===== config.mk =====
export PLATFORM = sky130hd
export DESIGN_NAME = mtdc_dev_flat
export DESIGN_NICKNAME = d
export VERILOG_FILES = /design/src/mtdc_pkg.sv /design/src/mtdc_if.sv /design/src/mtdc_dev.sv /design/src/flat_wrapper.sv
export SDC_FILE = /design/constraint.sdc
export NUM_CORES = 1
export LEC_CHECK = 0
export BUFFER_PORTS_ARGS = -buffer_cell sky130_fd_sc_hd__buf_2
export CORE_UTILIZATION = 40
export CTS_CLUSTER_SIZE = 10
export DETAILED_ROUTE_END_ITERATION = 12
export PLACE_DENSITY = 0.63
export SETUP_SLACK_MARGIN = 0.15
export SLEW_MARGIN = 15
export SYNTH_ARGS = -nofsm -noshare
export SYNTH_HDL_FRONTEND = slang
export SYNTH_SLANG_ARGS = --single-unit

===== constraint.sdc =====
create_clock -name pclk -period 5.2 [get_ports pclk]
set_clock_uncertainty 0.2 [all_clocks]
set_input_delay 0.26 -clock pclk [delete_from_list [all_inputs] [get_ports pclk]]
set_output_delay 0.26 -clock pclk [all_outputs]
set_load 0.005 [all_outputs]

===== src/mtdc_pkg.sv =====
// mtdc_pkg.sv: shared constants, types and helpers of the step translator pair
`default_nettype none
package mtdc_pkg;
  // --------------------------------------------------------------------------
  // clock and link timing
  // --------------------------------------------------------------------------
  localparam int CLK_PERIOD_NS     = 50;
  localparam int PULSE_HIGH_MIN_NS = 1000;
  localparam int PULSE_LOW_MIN_NS  = 1000;
  localparam int SETUP_MIN_NS      = 200;
  localparam int OFF_TIME_NS       = 30000;
  localparam int BLANK_NS          = 1000;
  // least times round up
  localparam int HIGH_CYC  = (PULSE_HIGH_MIN_NS + CLK_PERIOD_NS - 1) / CLK_PERIOD_NS;
  localparam int LOW_CYC   = (PULSE_LOW_MIN_NS + CLK_PERIOD_NS - 1) / CLK_PERIOD_NS;
  localparam int SETUP_CYC = (SETUP_MIN_NS + CLK_PERIOD_NS - 1) / CLK_PERIOD_NS;
  localparam int OFF_CYC   = OFF_TIME_NS / CLK_PERIOD_NS;
  localparam int BLANK_CYC = BLANK_NS / CLK_PERIOD_NS;
  // fast share of the off-time: 5/16 = 31.25 %
  localparam int FAST_NUM  = 5;
  localparam int FAST_SHR  = 4;

  // --------------------------------------------------------------------------
  // translator
  // --------------------------------------------------------------------------
  localparam logic [5:0] HOME_POS  = 6'h08;
  localparam logic [5:0] FULL_SIZE = 6'h10;
  localparam logic [7:0] LVL_TAB [17] = '{8'h00, 8'h0a, 8'h14, 8'h1d, 8'h26, 8'h2f, 8'h38,
    8'h3f, 8'h47, 8'h4d, 8'h53, 8'h58, 8'h5c, 8'h60, 8'h62, 8'h64, 8'h64};
  // off-time setting pin codes
  localparam logic [1:0] OSC_RES = 2'h0;
  localparam logic [1:0] OSC_GND = 2'h1;
  localparam logic [1:0] OSC_VDD = 2'h2;

  typedef enum logic [1:0] {DRV_OFF, DRV_ON, DRV_FAST, DRV_SLOW} mtdc_drv_e;

  // --------------------------------------------------------------------------
  // controller registers
  // --------------------------------------------------------------------------
  localparam logic [7:0]  REG_CTRL   = 8'h00;
  localparam logic [7:0]  REG_STEP   = 8'h04;
  localparam logic [7:0]  REG_COUNT  = 8'h08;
  localparam int          CTRL_DIR   = 0;
  localparam int          CTRL_RES   = 1;
  localparam int          CTRL_DIS   = 4;
  localparam int          CTRL_RUN   = 5;
  localparam logic [5:0]  CTRL_RST   = 6'h20;

  // microsteps (in sixteenths) per step; bit0..2 = res_sel_a..c
  function automatic logic [5:0] mtdc_step_size(input logic [2:0] sel);
    case (sel)
      3'h1, 3'h5: return 6'h08;
      3'h2, 3'h6: return 6'h04;
      3'h3:       return 6'h02;
      3'h7:       return 6'h01;
      default:    return FULL_SIZE;
    endcase
  endfunction : mtdc_step_size

  // {negative, level} of one winding at a position; a follows cosine, b sine
  function automatic logic [8:0] mtdc_wind(input logic [5:0] pos, input logic is_b);
    logic [4:0] k;
    k = {1'b0, pos[3:0]};
    if (pos[4] ^ ~is_b)
      k = 5'h10 - k;
    return {(is_b ? pos[5] : (pos[5] ^ pos[4])), LVL_TAB[k]};
  endfunction : mtdc_wind
endpackage : mtdc_pkg
`default_nettype wire


===== src/mtdc_if.sv =====
// mtdc_if.sv: logic link between step controller and translator
`default_nettype none
interface mtdc_if;
  logic       step;        // step pulse, advances on rising edge
  logic       dir;         // direction level
  logic [2:0] res_sel_bus; // res_sel_a/b/c in bits 0/1/2
  logic       out_dis;     // high disables bridge outputs
  logic       rst_pin_n;   // translator reset, active low

  modport dev (input step, dir, res_sel_bus, out_dis, rst_pin_n);
  modport ctl (output step, dir, res_sel_bus, out_dis, rst_pin_n);
endinterface : mtdc_if
`default_nettype wire


===== src/mtdc_dev.sv =====
// mtdc_dev.sv: step translator with automatic decay selection and chopper
`default_nettype none
// How it works
// - step high at least 1 us
// - step low at least 1 us
// - select lines pick full to sixteenth step
// - reset loads home, both bridges mixed
// - each step advances level and polarity
// - falling level selects mixed decay; full step stays slow instead
// - rising or equal level selects slow
// - resolution sampled at step rising edge
// - change resolution at common positions only
// - thermal or overcurrent returns to home
// - mixed: fast 31.25 percent, then slow
// - grounded setting pin forces mixed always
// - prefer forced mixed over automatic decay
// - direction sampled at step rising edge
// - reset pin holds home, outputs off
// - disable input turns outputs off only
// - supply-tied setting pin gives 30 us
module mtdc_dev #(
  parameter int OFF_CYCLES   = mtdc_pkg::OFF_CYC,   // fixed off-time in clocks
  parameter int BLANK_CYCLES = mtdc_pkg::BLANK_CYC  // sense blanking in clocks
) (
  input  wire logic                pclk,         // 20 MHz clock
  input  wire logic                presetn,      // async reset, active low
  mtdc_if.dev                      lnk,          // step, direction, select lines
  input  wire logic [1:0]          offtime_cfg,  // setting pin: res, gnd, vdd
  input  wire logic [15:0]         ext_off_cyc,  // off-time in clocks, resistor case
  input  wire logic [1:0]          sense_trip,   // current comparators, bridge b:a
  input  wire logic                thermal_trip, // over-temperature level
  input  wire logic                ocp_trip,     // overcurrent event pulse
  output logic [7:0]               lvl_a_q,      // winding a current level
  output logic [7:0]               lvl_b_q,      // winding b current level
  output logic [1:0]               neg_q,        // polarity b:a, 1 = negative
  output logic [1:0]               mixed_q,      // decay b:a, 1 = mixed
  output mtdc_pkg::mtdc_drv_e      drive_a_q,    // bridge a drive state
  output mtdc_pkg::mtdc_drv_e      drive_b_q,    // bridge b drive state
  output logic                     home_q        // translator at home
);
  import mtdc_pkg::*;

  // --------------------------------------------------------------------------
  // elaboration checks
  // --------------------------------------------------------------------------
  if (OFF_CYCLES < 1 || OFF_CYCLES > 65535)
    $error("OFF_CYCLES must lie in 1..65535");
  if (BLANK_CYCLES < 1 || BLANK_CYCLES > 65535)
    $error("BLANK_CYCLES must lie in 1..65535");

  typedef enum {CH_BLANK, CH_SENSE, CH_FAST, CH_SLOW} mtdc_chop_e;

  logic        step_prev_q;
  logic        therm_prev_q;
  logic        step_rise;
  logic        home_evt;
  logic        en_q;
  logic [5:0]  pos_q;
  logic [5:0]  size;
  logic [5:0]  pos_d;
  logic [15:0] off_cyc;
  logic [15:0] fast_cyc;
  logic [19:0] fast_prod;
  logic [7:0]  lvl_q   [2];
  logic        neg_r   [2];
  logic        mixed_r [2];
  mtdc_drv_e   drv_q   [2];

  // --------------------------------------------------------------------------
  // step edge and home events
  // --------------------------------------------------------------------------
  // inputs are synchronous, so one stage of history finds the edge
  always_ff @(posedge pclk or negedge presetn)
  begin
    if (!presetn)
    begin
      step_prev_q  <= 1'b0;
      therm_prev_q <= 1'b0;
    end
    else
    begin
      step_prev_q  <= lnk.step;
      therm_prev_q <= thermal_trip;
    end
  end

  assign step_rise = lnk.step & ~step_prev_q & lnk.rst_pin_n;
  assign home_evt  = ~lnk.rst_pin_n | ocp_trip | (thermal_trip & ~therm_prev_q);

  assign size  = mtdc_step_size(lnk.res_sel_bus);
  // direction only read on the edge
  assign pos_d = lnk.dir ? pos_q + size : pos_q - size;

  // --------------------------------------------------------------------------
  // translator position
  // --------------------------------------------------------------------------
  // advance one increment per step
  always_ff @(posedge pclk or negedge presetn)
  begin
    if (!presetn)
      pos_q <= HOME_POS;
    else if (home_evt)
      pos_q <= HOME_POS;
    else if (step_rise)
      pos_q <= pos_d;
  end

  // home flag tracks the registered position
  always_ff @(posedge pclk or negedge presetn)
  begin
    if (!presetn)
      home_q <= 1'b1;
    else
      home_q <= (home_evt || (step_rise ? pos_d : pos_q) == HOME_POS);
  end

  always_ff @(posedge pclk or negedge presetn)
  begin
    if (!presetn)
      en_q <= 1'b0;
    else
      en_q <= lnk.rst_pin_n & ~lnk.out_dis & ~thermal_trip;
  end

  // --------------------------------------------------------------------------
  // off-time selection
  // --------------------------------------------------------------------------
  // fixed off-time unless a resistor sets it
  assign off_cyc   = (offtime_cfg == OSC_RES && ext_off_cyc != 16'h0000) ?
                     ext_off_cyc : 16'(OFF_CYCLES);
  assign fast_prod = 20'(off_cyc) * 20'(FAST_NUM);
  assign fast_cyc  = 16'(fast_prod >> FAST_SHR);

  // --------------------------------------------------------------------------
  // per bridge: level, polarity, decay, chopper
  // --------------------------------------------------------------------------
  for (genvar i = 0; i < 2; i++)
  begin : g_br
    logic [8:0]  wind_new;
    logic [8:0]  wind_home;
    mtdc_chop_e  chop_q;
    logic [15:0] cnt_q;

    assign wind_new  = mtdc_wind(pos_d, 1'(i));
    assign wind_home = mtdc_wind(HOME_POS, 1'(i));

    always_ff @(posedge pclk or negedge presetn)
    begin
      if (!presetn)
      begin
        lvl_q[i] <= LVL_TAB[8];
        neg_r[i] <= 1'b0;
      end
      else if (home_evt)
      begin
        lvl_q[i] <= wind_home[7:0];
        neg_r[i] <= wind_home[8];
      end
      else if (step_rise)
      begin
        lvl_q[i] <= wind_new[7:0];
        neg_r[i] <= wind_new[8];
      end
    end

    // decay picked from the level trend at each step
    always_ff @(posedge pclk or negedge presetn)
    begin
      if (!presetn)
        mixed_r[i] <= 1'b1;
      else if (home_evt)
        mixed_r[i] <= 1'b1;
      else if (step_rise)
      begin
        if (offtime_cfg == OSC_GND)
          mixed_r[i] <= 1'b1;
        // full step stays slow in automatic mode
        else if (size == FULL_SIZE)
          mixed_r[i] <= 1'b0;
        else
          mixed_r[i] <= (wind_new[7:0] < lvl_q[i]);
      end
    end

    // chopper; off-time counted from the trip, fast part first when mixed
    always_ff @(posedge pclk or negedge presetn)
    begin
      if (!presetn)
      begin
        chop_q <= CH_BLANK;
        cnt_q  <= 16'h0000;
      end
      else if (!en_q)
      begin
        chop_q <= CH_BLANK;
        cnt_q  <= 16'h0000;
      end
      else
      begin
        case (chop_q)
          CH_BLANK:
            if (cnt_q == 16'(BLANK_CYCLES - 1))
            begin
              chop_q <= CH_SENSE;
              cnt_q  <= 16'h0000;
            end
            else
              cnt_q <= cnt_q + 16'h0001;
          CH_SENSE:
            if (sense_trip[i])
            begin
              chop_q <= (mixed_r[i] && fast_cyc != 16'h0000) ? CH_FAST : CH_SLOW;
              cnt_q  <= 16'h0000;
            end
          CH_FAST:
          begin
            cnt_q <= cnt_q + 16'h0001;
            if (cnt_q == fast_cyc - 16'h0001)
              chop_q <= CH_SLOW;
          end
          CH_SLOW:
            if (cnt_q >= off_cyc - 16'h0001)
            begin
              chop_q <= CH_BLANK;
              cnt_q  <= 16'h0000;
            end
            else
              cnt_q <= cnt_q + 16'h0001;
          default:
          begin
            chop_q <= CH_BLANK;
            cnt_q  <= 16'h0000;
          end
        endcase
      end
    end

    // drive off under reset or disable
    always_ff @(posedge pclk or negedge presetn)
    begin
      if (!presetn)
        drv_q[i] <= DRV_OFF;
      else if (!en_q)
        drv_q[i] <= DRV_OFF;
      else
      begin
        case (chop_q)
          CH_FAST:  drv_q[i] <= DRV_FAST;
          CH_SLOW:  drv_q[i] <= DRV_SLOW;
          default:  drv_q[i] <= DRV_ON;
        endcase
      end
    end
  end

  // outputs taken straight from the bridge flops
  assign lvl_a_q   = lvl_q[0];
  assign lvl_b_q   = lvl_q[1];
  assign neg_q     = {neg_r[1], neg_r[0]};
  assign mixed_q   = {mixed_r[1], mixed_r[0]};
  assign drive_a_q = drv_q[0];
  assign drive_b_q = drv_q[1];
endmodule : mtdc_dev
`default_nettype wire


===== src/flat_wrapper.sv =====
// flat-port wrapper written by rule: the top's interface ports become plain ports
module mtdc_dev_flat import mtdc_pkg::*;
#(
  parameter int OFF_CYCLES   = mtdc_pkg::OFF_CYC,                              
  parameter int BLANK_CYCLES = mtdc_pkg::BLANK_CYC                             
)
  (pclk, presetn, offtime_cfg, ext_off_cyc, sense_trip, thermal_trip, ocp_trip, lvl_a_q, lvl_b_q, neg_q, mixed_q, drive_a_q, drive_b_q, home_q, lnk_step, lnk_dir, lnk_res_sel_bus, lnk_out_dis, lnk_rst_pin_n);
  mtdc_if lnk_i ();
  input  wire logic pclk;
  input  wire logic presetn;
  input  wire logic [1:0] offtime_cfg;
  input  wire logic [15:0] ext_off_cyc;
  input  wire logic [1:0] sense_trip;
  input  wire logic thermal_trip;
  input  wire logic ocp_trip;
  output logic [7:0] lvl_a_q;
  output logic [7:0] lvl_b_q;
  output logic [1:0] neg_q;
  output logic [1:0] mixed_q;
  output mtdc_pkg::mtdc_drv_e drive_a_q;
  output mtdc_pkg::mtdc_drv_e drive_b_q;
  output logic home_q;
  input wire logic [$bits(lnk_i.step)-1:0] lnk_step;
  input wire logic [$bits(lnk_i.dir)-1:0] lnk_dir;
  input wire logic [$bits(lnk_i.res_sel_bus)-1:0] lnk_res_sel_bus;
  input wire logic [$bits(lnk_i.out_dis)-1:0] lnk_out_dis;
  input wire logic [$bits(lnk_i.rst_pin_n)-1:0] lnk_rst_pin_n;
  assign lnk_i.step = lnk_step;
  assign lnk_i.dir = lnk_dir;
  assign lnk_i.res_sel_bus = lnk_res_sel_bus;
  assign lnk_i.out_dis = lnk_out_dis;
  assign lnk_i.rst_pin_n = lnk_rst_pin_n;
  mtdc_dev #(.OFF_CYCLES(OFF_CYCLES), .BLANK_CYCLES(BLANK_CYCLES)) u_core (.pclk(pclk), .presetn(presetn), .lnk(lnk_i), .offtime_cfg(offtime_cfg), .ext_off_cyc(ext_off_cyc), .sense_trip(sense_trip), .thermal_trip(thermal_trip), .ocp_trip(ocp_trip), .lvl_a_q(lvl_a_q), .lvl_b_q(lvl_b_q), .neg_q(neg_q), .mixed_q(mixed_q), .drive_a_q(drive_a_q), .drive_b_q(drive_b_q), .home_q(home_q));
endmodule

==> results.json <==
{
  "slowest_stage": "or4_4",
  "tightest_slew_ns": 0.906,
  "reg2reg_slack_ns": 0.89,
  "grt_pass1_wl_um": 39400,
  "synth_seq_cells": 68,
  "area_delta_synth_final_pct": 34.1,
  "initial_utilization_pct": 41.2,
  "path_clk_slew_ns": 0.06,
  "fp.dieH_um": 142,
  "path_class": "input port to flop",
  "vdd_drop_max_uv": 203,
  "grt_max_degree": 69,
  "clkPwrFrac_pct": 35.5,
  "io_pins": 56,
  "die-area_sq_mm": 0.0201,
  "slew_viol_final": 0,
  "ys_warn_count": 0,
  "status": "complete, but fails checks",
  "synth_edf_count": 0,
  "dr.first_iter.drc_count": 478,
  "route.detailed.drc": 0,
  "p_leak_nw": 4.88,
  "nets": 1300,
  "fin_crit_ns": 5.32,
  "antenna_cells": 0,
  "post-dp-hpwl_um": 17400,
  "combPwrFrac_pct": 37.4,
  "htree_levels": 3,
  "core_sq_mm": 0.0190,
  "cts_tree": "yes",
  "fin_total_pwr_mw": 2.01,
  "clockRootBuffer": "clkbuf_16",
  "end_kind": "flop",
  "failed_checks": "negative setup slack",
  "report.final.setup_viol": 16,
  "ys.flop_type": "dfrtp_1",
  "hold_class": "input port to flop",
  "grt_usage_pct": 24.7,
  "antenna_found_initial": 0,
  "maxCapViolCount": 0,
  "required_ns": 5.22,
  "critPathLaunch": "ext_off_cyc[3]",
  "cts_buffers": 9,
  "p_seq_share_pct": 27.1,
  "async_flop_share_pct": 100,
  "timing.critical_path.buf_inv": 2,
  "switching_share_pct": 32.6,
  "mappedNetlistArea_sq_mm": 0.00782,
  "synth_top_cell_by_area": "dfrtp_1",
  "fmax_ghz": 0.188,
  "synth.avg_cell_area_sq_um": 7.98,
  "wl_um": 23900,
  "net-switching-power_mw": 0.655,
  "vias_per_cell": 5.50,
  "vias": 7870,
  "worstSetupStartpointType": "input port",
  "ant_nets": 0,
  "setup_ws_ns": -0.122,
  "synth_cell_types": 84,
  "clock_tree.buffer_depth": 2,
  "path_cells": "buf_6 > or4_4 > nor4_4 > nand2_1 > nor2_1 > nand3_1 > and2_4 > nand2_4 > ha_4 > inv_2 > or4_4 > or3_4 > or3_4 > xor2_4 > ha_4 > nand3_4 > nor4_4 > o41ai_2 > or4_1 > nor4_2 > o2111ai_1 > nor4_2 > a31oi_2 > mux2i_1",
  "first_pass_iters": 6,
  "synth_common_cells": "ha_1 (102), nand2_1 (95), o21ai_0 (90)",
  "die_w_um": 142,
  "rsz0062_at_grt": "yes",
  "synth-seq-area-share_pct": 22.0,
  "crit_path_max_fanout": 6,
  "cp.arrival_ns": 5.34,
  "drive_above_1_share_pct": 30.5,
  "hold_ws_ns": 0.227,
  "r2r-end": "u_core.mixed_q[0]",
  "port_buffers": 53,
  "wl_per_cell_um": 16.7,
  "grt_pass1_vias": 7757,
  "reg2reg_from": "u_core.pos_q[0]",
  "syn_inst": 980,
  "post-synth-top-count-cell": "ha_1",
  "fp-row-count": 50,
  "crit_family": "simple AND/OR/NAND/NOR gates",
  "pre_cts_ws_ns": -0.628,
  "slowest_delay_ns": 0.55,
  "fin_crit_sh_pct": 102,
  "internal_power_mw": 1.35,
  "overflow": 0,
  "finalHoldViolCount": 0,
  "slew-limit-headroom_pct": 39.6,
  "synthTopCellsByArea": "dfrtp_1 (18%), ha_1 (16%), o21ai_0 (5.8%)",
  "gp_congestion": 0.952,
  "synthDominantCellAreaShare_pct": 17.9,
  "powerDensity_mw_per_mm2": 191,
  "worst_skew_pair.late_latency_ns": 0.35,
  "cts.sinks": 68,
  "path_depth": 24,
  "endpoint": "u_core.g_br[1].chop_q[1]",
  "reg2regPathDepth": 18
}
-- stage by stage --
stage	TNS, ns	cell area, sq um	utilization [%]	cells
floorplan	-7.23	7980	-	981
global placement	-10.0	9250	48.8	1381
detailed placement	-14.84	9250	48.8	1381
CTS	-0.0735	10000	52.9	1416
global route	-5.40	10500	55.3	1430
finish	-0.909	10500	55.3	1430
-- cell type report --
cell class | count | area (sq um)
timing repair buffer | 206 | 1510
multi-input combinational | 828 | 6400
sequential | 68 | 1720
tap | 260 | 325
clock buffer | 11 | 233
clock inverter | 5 | 100
fill | 1717 | 8470
inverter | 52 | 195
-- layout by cell type, fill, tap and decap left out, types with 12 or more instances in the layout --
| cell type | netlist | routed |
|---|---|---|
| nor2b_1 | 13 | 13 |
| ha_1 | 102 | 96 |
| nand3_1 | 18 | 16 |
| nand2_1 | 95 | 93 |
| o211ai_1 | 12 | 12 |
| nand2b_1 | 37 | 25 |
| buf_4 | 2 | 137 |
| a21o_1 | 16 | 16 |
| buf_2 | 4 | 52 |
| dfrtp_1 | 56 | 56 |
| and3_1 | 32 | 32 |
| nor2_1 | 77 | 65 |
| nor3_1 | 27 | 27 |
| a21oi_1 | 43 | 39 |
| o21ai_2 | 0 | 25 |
| nand2b_4 | 0 | 12 |
| xnor2_1 | 51 | 48 |
| xor2_1 | 20 | 17 |
| o21ai_0 | 90 | 31 |
| dfstp_2 | 12 | 12 |
| inv_1 | 52 | 51 |
| o21ai_1 | 1 | 34 |
| a211oi_1 | 14 | 13 |
-- kinds of logic after synthesis --
group	after synthesis	synth area share [%]
compound gates	247	20.5
xor+xnor	72	8.16
fa+ha+maj	104	16.8
buf+inv	88	4.38
flops	68	22.0
mux	14	2.00
other cells	1	0.0480
simple gates	386	26.1
-- timing repair --
action / 4_1_cts / 5_1_grt
setup buffers: 8 / 14
pin swaps: 31 / 33
hold endpoints to repair: 59 / 0
gates resized for setup: 56 / 78
endpoints found under the setup margin: 36 / 38
hold buffers: 5 / 0
gates cloned: 6 / 0
-- flip-flops by register name (all words and copies together) (netlist names) --
register and flops:
u_core.pos_q 6, u_core.therm_prev_q 1, u_core.g_br.chop_q 4, u_core.en_q 1, u_core.lvl_b_q 7, u_core.drive_a_q 2
u_core.g_br.cnt_q 32, u_core.neg_q 2, u_core.home_q 1, u_core.lvl_a_q 7, u_core.step_prev_q 1, u_core.drive_b_q 2
u_core.mixed_q 2
-- power by group through the flow --
stage               sequential, mW  combinational (mW)  clock, mW
CTS                          0.544               0.720      0.721
detailed placement           0.553               0.686          0
global route                 0.545               0.834      0.739
floorplan                    0.551               0.443          0
global placement             0.553               0.680          0
finish                       0.544               0.750      0.711
-- worst min-delay path by stage --
stage                   from             endpoint  slack [ns]  cells after the start
detailed placement  lnk_step   u_core.step_prev_q        0.20                      1
finish              ocp_trip    u_core.lvl_b_q[0]        0.23                      3
floorplan            presetn  u_core.drive_a_q[0]       -0.24                      0
global route        ocp_trip    u_core.lvl_b_q[0]        0.24                      3
CTS                 ocp_trip    u_core.lvl_b_q[0]        0.22                      3
global placement    lnk_step   u_core.step_prev_q        0.19                      1
-- tightest hold or removal path, cell delays in order --
cell and delay, ns:
buf_2 0.08, and3b_1 0.30, nand2_1 0.11
-- layer usage --
layer / up-vias / wire (um) / GRT usage, %
met3: 46 / 1020 / 3.64
met2: 192 / 10800 / 39.7
met5: - / 0 / 0
met4: 0 / 668 / 8.49
met1: 3743 / 11400 / 33.6
li1: 3889 / - / -
(Power assumes the default switching activity.)
